## config.mk

```make
export PLATFORM = sky130hd
export DESIGN_NAME = cmes_escape
export DESIGN_NICKNAME = d
export VERILOG_FILES = /design/src/cmes_pkg.sv /design/src/cmes_escape.sv
export VERILOG_INCLUDE_DIRS = /design/src
export SDC_FILE = /design/constraint.sdc
export NUM_CORES = 1
export LEC_CHECK = 0
export ABC_AREA = 1
export BUFFER_PORTS_ARGS = -buffer_cell sky130_fd_sc_hd__clkbuf_2
export CAP_MARGIN = 20
export CORE_MARGIN = 1
export CORE_UTILIZATION = 52
export DETAILED_ROUTE_END_ITERATION = 10
export PLACE_DENSITY_LB_ADDON = 0.2
export SYNTH_ARGS = -nofsm -noshare
export SYNTH_HDL_FRONTEND = slang
export SYNTH_SLANG_ARGS = --single-unit
```

## constraint.sdc

```tcl
create_clock -name sys_clk_i -period 4.3 [get_ports sys_clk_i]
set_input_delay 0.43 -clock sys_clk_i [delete_from_list [all_inputs] [get_ports sys_clk_i]]
set_output_delay 0.43 -clock sys_clk_i [all_outputs]
set_load 0.1 [all_outputs]
```

## src/cmes_cfg.svh

```systemverilog
// Offsets, field positions, reset values and timing counts for the escape block
`ifndef CMES_CFG_SVH
`define CMES_CFG_SVH
// ==========================================================
// Register indices (printed offsets are not multiples of four)
`define CMES_IDX_ESC_CHAR 4'h0
`define CMES_IDX_GUARD 4'h1
`define CMES_IDX_TIMEOUT 4'h2
`define CMES_IDX_CTRL 4'h3
`define CMES_IDX_STATUS 4'h4
`define CMES_IDX_ASSOC 4'h5
`define CMES_IDX_UPDATE 4'h6
`define CMES_IDX_CRC 4'h7
`define CMES_IDX_FW_VER 4'h8
`define CMES_IDX_HW_VER 4'h9
`define CMES_IDX_COMPAT 4'ha
`define CMES_IDX_TAU 4'hb
`define CMES_IDX_IMG_CHECK 4'hc
// ==========================================================
// Reset values and limits
`define CMES_ESC_RST 8'h2b
`define CMES_GUARD_RST 11'h3e8
`define CMES_GUARD_MIN 11'h002
`define CMES_GUARD_MAX 11'h6d3
`define CMES_TMO_RST 13'h0064
`define CMES_TMO_MIN 13'h0002
`define CMES_TMO_MAX 13'h1770
`define CMES_ASSOC_INIT 8'hff
`define CMES_UPD_NONE 8'hff
// ==========================================================
// Control register field positions
`define CMES_CTRL_EXIT 0
`define CMES_CTRL_CMD 1
`define CMES_CTRL_PSM 2
// ==========================================================
// Timing: ms tick from 100 MHz, 100 ms units
`define CMES_CLK_MHZ 100
`define CMES_TICK_US 1000
`define CMES_TICK_CYC (`CMES_CLK_MHZ * `CMES_TICK_US)
`define CMES_TMO_UNIT_MS 100
`define CMES_CRC_POLY 32'h04c11db7
`endif

```

## src/cmes_pkg.sv

```systemverilog
// Types shared by the escape block
package cmes_pkg;
  // Escape detector states
  typedef enum logic [3:0] {
    CMES_IDLE = 4'b0001,
    CMES_ARMED = 4'b0010,
    CMES_POST = 4'b0100,
    CMES_CMD = 4'b1000
  } cmes_state_t;
endpackage

```

## src/cmes_escape.sv

```systemverilog
// Command-mode escape detector, timeout and status register file
`timescale 1ns/1ns
`include "cmes_cfg.svh"
module cmes_escape
  import cmes_pkg::*;
#(
  parameter logic [7:0] DEV_TYPE = 8'h5a, // Arbitrary value
  parameter logic [7:0] HW_REV = 8'h01, // Arbitrary value
  parameter logic [19:0] FW_VER = 20'h00100, // Arbitrary value
  parameter logic [15:0] HW_COMPAT = 16'h0003, // Arbitrary value
  parameter int TICK_CYC = `CMES_TICK_CYC // Cycles per ms tick
)(
  input wire logic sys_clk_i,
  input wire logic rst_n_i,
  input wire logic [3:0] reg_addr_i,
  input wire logic [31:0] reg_wdata_i,
  input wire logic reg_wr_i,
  input wire logic reg_rd_i,
  output logic [31:0] reg_rdata_o,
  input wire logic rx_valid_i,
  input wire logic [7:0] rx_byte_i,
  input wire logic cmd_valid_i,
  input wire logic [7:0] assoc_status_i,
  input wire logic assoc_status_we_i,
  input wire logic [7:0] update_result_i,
  input wire logic update_result_we_i,
  input wire logic [31:0] tau_timer_i,
  input wire logic tau_known_i,
  output logic cmd_mode_o,
  output logic apply_o,
  output logic [7:0] escape_char_o,
  output logic [10:0] guard_interval_o,
  output logic [12:0] cmd_timeout_o
);

  // ========================================================
  // Declarations
  cmes_state_t state_reg; // Detector state
  logic [31:0] tick_cnt_reg; // Prescaler for the ms tick
  logic tick; // One-cycle ms pulse
  logic [10:0] quiet_reg; // Ms of silence seen
  logic [1:0] esc_cnt_reg; // Escape chars counted
  logic [10:0] seq_ms_reg; // Ms since first escape char
  logic [12:0] tmo_ms_reg; // Ms within 100 ms unit
  logic [12:0] tmo_units_reg; // 100 ms units elapsed
  logic [7:0] esc_pend_reg; // Pending escape character
  logic [10:0] guard_pend_reg; // Pending guard interval
  logic [12:0] tmo_pend_reg; // Pending timeout
  logic [7:0] esc_live_reg; // Applied escape character
  logic [10:0] guard_live_reg; // Applied guard interval
  logic [12:0] tmo_live_reg; // Applied timeout
  logic psm_en_reg; // Power saving enable
  logic [7:0] assoc_reg; // Association status
  logic [7:0] update_reg; // Update result
  logic [15:0] img_compat_reg; // Last image compatibility offered
  logic img_ok_reg; // Image accepted flag
  logic wr_exit; // Software exit strobe
  logic timeout_hit; // Timeout expiry
  logic leave; // Leaving command mode
  logic guard_met; // Silence reached guard
  logic is_esc; // Received byte is escape char
  logic [31:0] crc_val; // Configuration CRC

  // ========================================================
  // CRC over a 32-bit word, used for the configuration check
  function automatic logic [31:0] crc32_word(input logic [31:0] crc,
                                             input logic [31:0] data);
    logic [31:0] c;
    c = crc;
    for (int i = 31; i >= 0; i--)
    begin
      if (c[31] ^ data[i])
        c = {c[30:0], 1'b0} ^ `CMES_CRC_POLY;
      else
        c = {c[30:0], 1'b0};
    end
    return c;
  endfunction

  // Clamp helpers keep settings inside their legal range
  function automatic logic [10:0] clamp_guard(input logic [10:0] v);
    if (v < `CMES_GUARD_MIN)
      return `CMES_GUARD_MIN;
    else if (v > `CMES_GUARD_MAX)
      return `CMES_GUARD_MAX;
    else
      return v;
  endfunction

  function automatic logic [12:0] clamp_tmo(input logic [12:0] v);
    if (v < `CMES_TMO_MIN)
      return `CMES_TMO_MIN;
    else if (v > `CMES_TMO_MAX)
      return `CMES_TMO_MAX;
    else
      return v;
  endfunction

  // ========================================================
  // Millisecond tick shared by all timers
  always_ff @(posedge sys_clk_i or negedge rst_n_i)
  begin
    if (!rst_n_i)
      tick_cnt_reg <= 32'h0;
    else if (tick_cnt_reg == 32'(TICK_CYC - 1))
      tick_cnt_reg <= 32'h0;
    else
      tick_cnt_reg <= tick_cnt_reg + 32'h1;
  end
  assign tick = (tick_cnt_reg == 32'(TICK_CYC - 1));

  // ========================================================
  // Decodes
  assign is_esc = rx_valid_i && (rx_byte_i == esc_live_reg);
  assign guard_met = (quiet_reg >= guard_live_reg);
  assign wr_exit = reg_wr_i && (reg_addr_i == `CMES_IDX_CTRL) &&
                   reg_wdata_i[`CMES_CTRL_EXIT];
  assign timeout_hit = (state_reg == CMES_CMD) &&
                       (tmo_units_reg >= tmo_live_reg);
  assign leave = (state_reg == CMES_CMD) && (wr_exit || timeout_hit);

  // ========================================================
  // Silence counter: any byte restarts it
  always_ff @(posedge sys_clk_i or negedge rst_n_i)
  begin
    if (!rst_n_i)
      quiet_reg <= 11'h0;
    else if (rx_valid_i)
      quiet_reg <= 11'h0;
    else if (tick && quiet_reg != 11'h7ff)
      quiet_reg <= quiet_reg + 11'h1;
  end

  // ========================================================
  // Sequence time since first escape char
  always_ff @(posedge sys_clk_i or negedge rst_n_i)
  begin
    if (!rst_n_i)
      seq_ms_reg <= 11'h0;
    else if (state_reg == CMES_IDLE)
      seq_ms_reg <= 11'h0;
    else if (tick && seq_ms_reg != 11'h7ff)
      seq_ms_reg <= seq_ms_reg + 11'h1;
  end

  // ========================================================
  // Escape detector state machine
  always_ff @(posedge sys_clk_i or negedge rst_n_i)
  begin
    if (!rst_n_i)
    begin
      state_reg <= CMES_IDLE;
      esc_cnt_reg <= 2'h0;
    end
    else
    begin
      case (state_reg)
        CMES_IDLE:
        begin
          // First char only counts after a full silent guard
          if (is_esc && guard_met)
          begin
            state_reg <= CMES_ARMED;
            esc_cnt_reg <= 2'h1;
          end
        end
        CMES_ARMED:
        begin
          if (seq_ms_reg >= guard_live_reg)
            state_reg <= CMES_IDLE;
          else if (rx_valid_i && !is_esc)
            state_reg <= CMES_IDLE;
          else if (is_esc)
          begin
            if (esc_cnt_reg == 2'h2)
              state_reg <= CMES_POST;
            esc_cnt_reg <= esc_cnt_reg + 2'h1;
          end
        end
        CMES_POST:
        begin
          // A fourth byte in the trailing guard spoils it
          if (rx_valid_i)
            state_reg <= CMES_IDLE;
          else if (guard_met)
            state_reg <= CMES_CMD;
        end
        CMES_CMD:
        begin
          if (leave)
            state_reg <= CMES_IDLE;
        end
        default:
          state_reg <= CMES_IDLE;
      endcase
    end
  end

  // ========================================================
  // Command-mode timeout, 100 ms units
  always_ff @(posedge sys_clk_i or negedge rst_n_i)
  begin
    if (!rst_n_i)
    begin
      tmo_ms_reg <= 13'h0;
      tmo_units_reg <= 13'h0;
    end
    else if (state_reg != CMES_CMD || cmd_valid_i)
    begin
      tmo_ms_reg <= 13'h0;
      tmo_units_reg <= 13'h0;
    end
    else if (tick)
    begin
      if (tmo_ms_reg == 13'(`CMES_TMO_UNIT_MS - 1))
      begin
        tmo_ms_reg <= 13'h0;
        tmo_units_reg <= tmo_units_reg + 13'h1;
      end
      else
        tmo_ms_reg <= tmo_ms_reg + 13'h1;
    end
  end

  // ========================================================
  // Pending configuration written by software
  always_ff @(posedge sys_clk_i or negedge rst_n_i)
  begin
    if (!rst_n_i)
    begin
      esc_pend_reg <= `CMES_ESC_RST;
      guard_pend_reg <= `CMES_GUARD_RST;
      tmo_pend_reg <= `CMES_TMO_RST;
      psm_en_reg <= 1'b0;
    end
    else if (reg_wr_i)
    begin
      case (reg_addr_i)
        `CMES_IDX_ESC_CHAR: esc_pend_reg <= reg_wdata_i[7:0];
        `CMES_IDX_GUARD:
          guard_pend_reg <= clamp_guard(reg_wdata_i[10:0]);
        `CMES_IDX_TIMEOUT:
          tmo_pend_reg <= clamp_tmo(reg_wdata_i[12:0]);
        `CMES_IDX_CTRL: psm_en_reg <= reg_wdata_i[`CMES_CTRL_PSM];
        default: ;
      endcase
    end
  end

  // ========================================================
  // Applied configuration: committed on any exit
  always_ff @(posedge sys_clk_i or negedge rst_n_i)
  begin
    if (!rst_n_i)
    begin
      esc_live_reg <= `CMES_ESC_RST;
      guard_live_reg <= `CMES_GUARD_RST;
      tmo_live_reg <= `CMES_TMO_RST;
    end
    else if (leave)
    begin
      esc_live_reg <= esc_pend_reg;
      guard_live_reg <= guard_pend_reg;
      tmo_live_reg <= tmo_pend_reg;
    end
  end

  // Apply pulse for the rest of the device
  always_ff @(posedge sys_clk_i or negedge rst_n_i)
  begin
    if (!rst_n_i)
      apply_o <= 1'b0;
    else
      apply_o <= leave;
  end

  // ========================================================
  // Status values from the device
  always_ff @(posedge sys_clk_i or negedge rst_n_i)
  begin
    if (!rst_n_i)
    begin
      assoc_reg <= `CMES_ASSOC_INIT;
      update_reg <= `CMES_UPD_NONE;
    end
    else
    begin
      // Codes pass as given; the table is owned by the firmware
      if (assoc_status_we_i)
        assoc_reg <= assoc_status_i;
      if (update_result_we_i)
        update_reg <= update_result_i;
    end
  end

  // ========================================================
  // Image compatibility check
  always_ff @(posedge sys_clk_i or negedge rst_n_i)
  begin
    if (!rst_n_i)
    begin
      img_compat_reg <= 16'h0;
      img_ok_reg <= 1'b0;
    end
    else if (reg_wr_i && reg_addr_i == `CMES_IDX_IMG_CHECK)
    begin
      img_compat_reg <= reg_wdata_i[15:0];
      img_ok_reg <= (reg_wdata_i[15:0] >= HW_COMPAT);
    end
  end

  // ========================================================
  // CRC over applied settings, combinational
  assign crc_val = crc32_word(crc32_word(32'hffffffff,
                   {13'h0, guard_live_reg, esc_live_reg}),
                   {19'h0, tmo_live_reg}) & 32'h0fffffff;

  // ========================================================
  // Read port: data one cycle after the strobe
  always_ff @(posedge sys_clk_i or negedge rst_n_i)
  begin
    if (!rst_n_i)
      reg_rdata_o <= 32'h0;
    else if (reg_rd_i)
    begin
      case (reg_addr_i)
        `CMES_IDX_ESC_CHAR: reg_rdata_o <= {24'h0, esc_pend_reg};
        `CMES_IDX_GUARD: reg_rdata_o <= {21'h0, guard_pend_reg};
        `CMES_IDX_TIMEOUT: reg_rdata_o <= {19'h0, tmo_pend_reg};
        `CMES_IDX_CTRL:
          reg_rdata_o <= {29'h0, psm_en_reg, 2'b00};
        `CMES_IDX_STATUS:
          reg_rdata_o <= {26'h0, img_ok_reg, 1'b0, state_reg};
        `CMES_IDX_ASSOC: reg_rdata_o <= {24'h0, assoc_reg};
        `CMES_IDX_UPDATE: reg_rdata_o <= {24'h0, update_reg};
        `CMES_IDX_CRC: reg_rdata_o <= crc_val;
        `CMES_IDX_FW_VER: reg_rdata_o <= {12'h0, FW_VER};
        `CMES_IDX_HW_VER:
          reg_rdata_o <= {16'h0, DEV_TYPE, HW_REV};
        `CMES_IDX_COMPAT: reg_rdata_o <= {16'h0, HW_COMPAT};
        `CMES_IDX_TAU:
          // Empty value as zero when unknown or PSM off
          reg_rdata_o <= (psm_en_reg && tau_known_i) ?
                         tau_timer_i : 32'h0;
        `CMES_IDX_IMG_CHECK: reg_rdata_o <= {16'h0, img_compat_reg};
        default: reg_rdata_o <= 32'h0;
      endcase
    end
    else
      reg_rdata_o <= 32'h0;
  end

  // ========================================================
  // Outputs
  assign cmd_mode_o = (state_reg == CMES_CMD);
  assign escape_char_o = esc_live_reg;
  assign guard_interval_o = guard_live_reg;
  assign cmd_timeout_o = tmo_live_reg;

endmodule

```

# Word level (Yosys, flattened, before mapping)
# Index checks and enable logic that the tools add are counted.
# word_totals
regBits,217
wordCells,256
input_bits,101
# op_classes
addsub,6
magnitude_cmp,8
bitwise,81
n_mux,83
reduce_logical,27
n_eq_ne,31
# ops
cell,n
$mux W27,47
$not A14 Y14,46
$pmux W32 S13,1
$mux W13,8
$mux W32,3
$mux W24,3
$mux W11,6
$not A13 Y13,3
$add A32 B1 Y32 const B,1
$eq A32 B17 Y1 const B,1
$mux W4,8
$add A13 B1 Y13 const B,2
$xor A1 B1 Y1,26
$eq A4 B4 Y1 const B,6
$mux W23,1
$add A11 B1 Y11 const B,2
$ge A11 B11 Y1,2
$ne A11 B11 Y1 const B,2
$eq A4 B3 Y1 const B,5
$ge A16 B2 Y1 const B,1
$pmux W4 S4,1
$eq A13 B7 Y1 const B,1
$ge A13 B13 Y1,1
$gt A13 B13 Y1 const B,1
23 further kinds,58

# Depth between registers and ports, before layout
# Gate-level depths: netlist of run 1.
# depth
ltp_word,103
ltp_mapped,40
ltp_nobuf,39

# Least setup slack after synthesis of run 1
# No wires, ideal clock.
# synth_timing
path_type,register to register
startpoint,register state_reg[1]
endpoint,register tmo_units_reg[12]
required_ps,4223
setup_slack_ps,-97
path_stages_with_launch,16
arrival_ps,4320
n_path_buf,0
synth_period_minus_slack_ps,4397
cell_sequence,dfrtp_1 > nor2_1 > inv_1 > nor3_1 > inv_1 > nor2_1 > inv_1 > nor2_1 > nor2_1 > inv_1 > nor3_1 > nand3_1 > nor2_1 > nand2_1 > o21ai_0 > a21oi_1
# synth_between
elab_chain_cells,4
elab_cells_between_ends,6
cone_classes,eq/ne (1); mux (1); reduce/logical (4)
# synth_rtl
element,line,rtl
from (decl),cmes_escape.sv:38,cmes_state_t state_reg;
from (signal assigned),cmes_escape.sv:152,state_reg <= CMES_IDLE;
from (signal assigned),cmes_escape.sv:163,state_reg <= CMES_ARMED;
from (signal assigned),cmes_escape.sv:170,state_reg <= CMES_IDLE;
$ne A4 B4 Y1 (*),cmes_escape.sv:208,else if (state_reg != CMES_CMD || cmd_valid_i)
$logic_or A1 B1 Y1 (*),cmes_escape.sv:208,
$reduce_bool A2 Y1 (no line),n/a,
$reduce_and A2 Y1 (no line),n/a,
to (signal assigned),cmes_escape.sv:218,tmo_units_reg <= tmo_units_reg + 13'h1;
to (decl),cmes_escape.sv:45,logic [12:0] tmo_units_reg;
# Mark *: on every way between the ends. The rest lies on a longest branch, timed or not.
# A chain may end at the register's enable or synchronous reset.

# Worst setup path in the final report of run 1
# layout_timing
startpoint,"register guard_live_reg[7], in the netlist guard_interval_o[7]"
endpoint,register reg_rdata_o[12]
# layout_between
elab_chain_cells,62
elab_cells_between_ends,114
cone_classes,mux (50); bitwise (64)
# layout_rtl
element,line,rtl
from (decl),cmes_escape.sv:50,logic [10:0] guard_live_reg;
from (signal assigned),cmes_escape.sv:257,guard_live_reg <= `CMES_GUARD_RST;
from (signal assigned),cmes_escape.sv:263,guard_live_reg <= guard_pend_reg;
$xor A1 B1 Y1 (*),cmes_escape.sv:72,if (c[31] ^ data[i])
$mux W27 (*),cmes_escape.sv:72,
$xor A1 B1 Y1 / $not A14 Y14 (equally long branches),n/a,
$mux W27,cmes_escape.sv:72,
$mux W27 / $not A14 Y14 (equally long branches),n/a,
$not A14 Y14 (no line) / $mux W27 (equally long branches),n/a,
$mux W27 / $not A14 Y14 (equally long branches),n/a,
$not A14 Y14 (no line) / $mux W27 (equally long branches),n/a,
(+46 left out),n/a,
$not A13 Y13 (no line),n/a,
$mux W24,cmes_escape.sv:72,
$not A14 Y14 (no line),n/a,
$mux W27,cmes_escape.sv:72,
$not A14 Y14 (no line),n/a,
$mux W27 (*),cmes_escape.sv:72,
$pmux W32 S13 (*),cmes_escape.sv:326,case (reg_addr_i)
$mux W32 (*),cmes_escape.sv:324,else if (reg_rd_i)
to (signal assigned),cmes_escape.sv:327,"`CMES_IDX_ESC_CHAR: reg_rdata_o <= {24'h0, esc_pend_reg};"
to (signal assigned),cmes_escape.sv:328,"`CMES_IDX_GUARD: reg_rdata_o <= {21'h0, guard_pend_reg};"
to (signal assigned),cmes_escape.sv:329,"`CMES_IDX_TIMEOUT: reg_rdata_o <= {19'h0, tmo_pend_reg};"
to (decl),cmes_escape.sv:19,"output logic [31:0] reg_rdata_o,"
# Marks and branches as above.

==> reports/results.ini, run 1 <==
[outcome]
outcome=finished, violations left
violations=negative hold slack

[final_layout]
diodes=0
drive_gt1_share_pct=24.76
areaGrowthSynthToFinish_pct=23.42
fill_cells=3043
final_area_um2=22240
layout.nets=3234

[placement]
place_congestion=0.9903
hpwl_um=46340
place_area_um2=20110
portBuffers=150

[synth]
seq_area_frac_synth_pct=30.44
syn_nets=2926
synth_seq_cells=217
synth_edf_count=0
async_reset_ff_share_pct=100.0
synthFlopType=dfrtp_1
yosys.area.top_type_share_pct=24.17
syn-cell-area_um2=18020
synth.area.top_cells=dfrtp_1, nand2_1, nand3_1
synth_largest_area_cell=dfrtp_1
synth_commonest_cells=nand2_1, inv_1, nand3_1
yosysWarnings=0
yosysMostFrequentCell=nand2_1
synth_cells=2784
syn_avg_cell_area_um2=6.471
ys_types=61

[power]
combPwrFrac_pct=26.9
p_leak_nw=11.64
switching_share_pct=33.47
p_clk_share_pct=34.9
power_switching_mw=2.050
powerDensity_nw_per_um2=275.5
total_power_mw=6.126
p_int_mw=4.076
ir_worst_vdd_mv=0.3370
seqPwrFrac_pct=38.2

[drt]
ant_nets=0
routed_wl_um=59620
first_pass_iters=6
avgRoutedWirePerCell_um=16.76
drc_errors=0
dr_total_vias=19770
drt_iter0_markers=1806
via_per_inst=5.557

[setup_path]
cp-end-kind=register
cpMostUsedCell=nand2_1
cp_max_fo=8
worstSetupPathType=reg -> reg
reg2regPathDepth=34
max_stage_delay_ps=640
timing.reg2reg.setup_slack_ps=80
critical-path-top-delay-family=simple AND/OR/NAND/NOR gates
r2r-start=guard_interval_o[7]
required_ps=4750
start_kind=register
cp.arrival_ps=4670
r2r_end=reg_rdata_o[12]
slowest_stage=dfstp_2
worst-path-buf-inv=4

[sta]
max_freq_mhz=237.0
skew_ps=29.63
fin_crit_ps=4219
hold_viol_final=27
maxSlewViolCount=0
rsz0062_at_grt=true
final.period_utilization_pct=98.11
final-setup-viol-count=0
slew_headroom_pct=31.42
worst_pin_slew_ps=1018
hold_ws_ps=-74.12

[cts]
worstSkewPairLatency_ps=540
root_buffer=clkbuf_16
cts-buffers-inserted=24
tritoncts=built
clockBufferDepth=3
clock_sinks=217
cts_hold_buffers=0
ctsHtreeMaxLevel=1
clkTransAtPathRegs_ps=60

[global_routing]
antenna_found_initial=1
grt_pass1_wl_um=92540
grt_overflow=0
first_global_vias=18270
grt_max_degree=113
grt_usage_pct=32.59

[run]
maxCapViolations=0

[floorplanning]
initial_core_util_pct=53.33
rows=67
io_pins=167
coreArea_um2=33780
fp.dieArea_um2=35390
die_w_um=188.1
die_h_um=188.1

[min_path]
min_path_type=in -> async

[power by group through the flow]
stage               sequential (mW)  clock (mW)  combinational, mW
detailed placement             2.37           0               1.49
finish                         2.34        2.14               1.65
global placement               2.36           0               1.44
global route                   2.35        2.25               1.83
CTS                            2.34        2.17               1.50
floorplan                      2.43           0              0.893
[per-stage QoR]
| step | setup slack [ps] | std cells | setup TNS (ps) | hold WS [ps] | util, % |
|---|---|---|---|---|---|
| 2_1_floorplan | 214.9 | 2784 | 0 | 134.4 | - |
| 3_3_place_gp | 60.25 | 3459 | 0 | 445.3 | 59.51 |
| 3_5_place_dp | -73.81 | 3459 | -97.28 | 474.2 | 59.51 |
| 4_1_cts | 40.94 | 3510 | 0 | 3.659 | 62.19 |
| 5_1_grt | -210.1 | 3558 | -2831 | 15.47 | 65.82 |
| 6_report | 81.20 | 3558 | 0 | -74.12 | 65.82 |
[worst max-delay path by stage]
stage	startpoint	endpoint	slack (ps)	depth (start not counted)
6_report	guard_interval_o[7]	reg_rdata_o[12]	80	34
5_1_grt	guard_interval_o[7]	reg_rdata_o[12]	-210	35
4_1_cts	guard_interval_o[6]	reg_rdata_o[12]	40	32
3_5_place_dp	guard_interval_o[7]	reg_rdata_o[12]	-70	33
3_3_place_gp	guard_interval_o[6]	reg_rdata_o[12]	60	34
2_1_floorplan	guard_interval_o[10]	reg_rdata_o[27]	210	32
[kinds of logic (layout without fill, tap and decap cells)]
group | count (synthesis) | count (layout) | share of synthesized area [%]
simple gates | 1713 | 1713 | 42.65
buf+inv | 406 | 732 | 9.042
compound gates | 299 | 299 | 9.397
flops | 217 | 217 | 30.44
xor+xnor | 101 | 101 | 5.188
fa+ha+maj | 41 | 41 | 2.847
mux | 7 | 7 | 0.4376
[timing repair]
action	CTS	global route
endpoints found under the setup margin	2	28
resized for setup	7	213
pin swaps	0	44
cloned	0	0
setup buffers	7	48
[cell type report]
type | count | area (um^2) | area share [%]
multi-input combinational | 2161 | 11760 | 52.89
inverter | 360 | 1396 | 6.280
clock inverter | 8 | 132.6 | 0.5965
timing repair buffer | 328 | 2216 | 9.966
sequential | 217 | 5484 | 24.66
clock buffer | 36 | 685.7 | 3.084
tap | 448 | 560.5 | 2.521
[per-layer routing]
metal  vias to the layer above  wire length, um  GRT usage (%)
li1                       9555                -              -
met1                      9241            24310          42.37
met2                       802            28270          55.05
met3                       175             4351          3.837
met4                         0             2683          12.95
met5                         -                0              0
[layout by cell type (no fill, tap or decap), drive strengths merged, types with 4 or more instances in the layout]
cell,synthesis,layout
o22ai,16,16
dfrtp,174,174
a211oi,9,9
o2111ai,7,7
or2,9,9
mux2,7,7
nor2,123,123
o21ai,145,145
inv,360,360
ha,41,41
buf,16,179
nor4,14,14
nor3,43,43
o21a,4,4
a31oi,8,8
nand2,1158,1158
nor3b,4,4
a221oi,6,6
dfstp,43,43
xnor2,20,20
clkinv,0,4
xor2,79,79
a21oi,78,78
nand3,327,327
nand3b,10,10
clkbuf,30,185
nand4,21,21
(Power assumes the default switching activity.)
==> run 2, diff against run 1 <==
--- a/config.mk
+++ b/config.mk
@@ -11,6 +11,7 @@
 export CAP_MARGIN = 20
 export CORE_MARGIN = 1
 export CORE_UTILIZATION = 52
+export CTS_BUF_LIST = sky130_fd_sc_hd__clkbuf_16
 export DETAILED_ROUTE_END_ITERATION = 10
 export PLACE_DENSITY_LB_ADDON = 0.2
 export SYNTH_ARGS = -nofsm -noshare
==> run 2 against run 1 <==
  * The flow still finishes with violations (negative hold slack)
  * Clock skew grew 2.3 ps
  * Core utilization shrank 0.14 points
  * Count of clock-buffer cells in the layout shrank 12
  * Largest cell class unchanged
  * Critical path type unchanged
  * Setup slack lost 19 ps
  * Sequential power is essentially flat
==> reports/results.ini, run 2 (synthesis gave the netlist of run 1 again) <==
[setup_path]
max_stage_delay_ps=640
crit_end=reg_rdata_o[12]
reg2regPathDepth=33
slowest_stage=dfstp_2
cp_max_fo=6
cpMostUsedCell=nand2_2
cp.arrival_ps=4690
r2r_end=reg_rdata_o[12]
r2r-start=guard_interval_o[7]
crit_start=guard_interval_o[7]
timing.reg2reg.setup_slack_ps=60
start_kind=register
required_ps=4750
cp-end-kind=register
worstSetupPathType=reg -> reg

[global_routing]
antenna_found_initial=1
grt_max_degree=113
first_global_vias=18280
grt_usage_pct=32.61
grt_overflow=0
grt_pass1_wl_um=92570

[power]
power_switching_mw=2.051
p_clk_share_pct=33.9
p_leak_nw=11.64
seqPwrFrac_pct=38.8
ir_worst_vdd_mv=0.3359
combPwrFrac_pct=27.3
switching_share_pct=33.99
p_int_mw=3.984
powerDensity_nw_per_um2=272.0

[placement]
portBuffers=150
place_ws_ps=-73.81
place_congestion=0.9903
place_area_um2=20110
hpwl_um=46340

[floorplanning]
die_w_um=188.1
initial_core_util_pct=53.33
coreArea_um2=33780
die_h_um=188.1
fp.dieArea_um2=35390
io_pins=167
rows=67

[cts]
root_buffer=clkbuf_16
clkTransAtPathRegs_ps=60
tritoncts=built
clock_sinks=217
cts_hold_buffers=0
worstSkewPairLatency_ps=540
cts-buffers-inserted=24
ctsHtreeMaxLevel=1
clockBufferDepth=3

[drt]
routed_wl_um=59660
first_pass_iters=6
avgRoutedWirePerCell_um=16.77
ant_nets=0
dr_total_vias=19770
drt_iter0_markers=2017
drc_errors=0
via_per_inst=5.556

[final_layout]
drive_gt1_share_pct=24.69
areaGrowthSynthToFinish_pct=23.15
layout_common_cells=nand2_1, inv_1, nand3_1, dfrtp_1, buf_4
final_area_um2=22190
final_util_pct=65.68
diodes=0
final_common_cell=nand2_1
layout.nets=3234

[min_path]
min_path_type=in -> async

[outcome]
violations=negative hold slack
outcome=finished, violations left

[sta]
rsz0062_at_grt=true
fin_crit_ps=4238
skew_ps=31.96
maxSlewViolCount=0
final-setup-viol-count=0
setup_ws_ps=62.34
slew_headroom_pct=31.76
final.period_utilization_pct=98.55
hold_ws_ps=-72.96
hold_viol_final=32
max_freq_mhz=236.0
worst_pin_slew_ps=1013

[run]
maxCapViolations=0

[run 2: layout make-up]
type	instances	area, um^2
multi-input combinational	2161	11750
fill	3049	11600
sequential	217	5484
timing repair buffer	328	2216
inverter	360	1396
clock buffer	24	600.6
tap	448	560.5
clock inverter	20	177.7
[run 2: metrics by stage]
step                      total power [mW]  std cells  TNS [ps]
after global placement               3.806       3459         0
final                                6.035       3558         0
after floorplan                      3.327       2784         0
after global routing                 6.328       3558     -2581
after CTS                            5.912       3510         0
after detailed placement             3.860       3459    -97.28
[run 2: how the worst min path moves through the flow]
| stage | startpoint | endpoint | slack, ps | cells past startpoint |
|---|---|---|---|---|
| floorplan | rst_n_i | apply_o | 130 | 0 |
| global placement | tick_cnt_reg[0] | tick_cnt_reg[0] | 450 | 1 |
| detailed placement | img_compat_reg[12] | img_compat_reg[12] | 470 | 2 |
| CTS | rst_n_i | quiet_reg[1] | 3 | 1 |
| global route | rst_n_i | quiet_reg[1] | 30 | 1 |
| finish | rst_n_i | quiet_reg[1] | -70 | 1 |
[run 2: worst max-delay path: cells and delay by family, from the launching register on]
family                    cells  cell delay [ps]
and+or+nand+nor              26             2570
xor gates and xnor gates      1              200
AOI/OAI and AO/OA             1              190
DFF                           1              640
buffers and inverters         5              530
[run 2: metal layers]
metal / global-route usage (%) / up-vias / routed length, um / share of wire (%)
met3: 3.781 / 173 / 4326 / 7.3
met2: 55.04 / 764 / 28180 / 47
met4: 12.95 / 0 / 2651 / 4.4
li1: - / 9552 / - / -
met1: 42.47 / 9279 / 24500 / 41
met5: 0 / - / 0 / 0
[run 2: timing repair]
action,4_1_cts,5_1_grt
setup buffers,7,48
endpoints found under the hold margin,0,0
pin swaps,0,43
setup endpoints to repair,2,28
resized for setup,7,215
[run 2: power by group through the flow]
stage               combinational (mW)  sequential (mW)  clock, mW
floorplan                        0.893             2.43          0
global placement                  1.44             2.36          0
detailed placement                1.49             2.37          0
CTS                               1.50             2.34       2.08
global route                      1.82             2.35       2.15
finish                            1.65             2.34       2.05
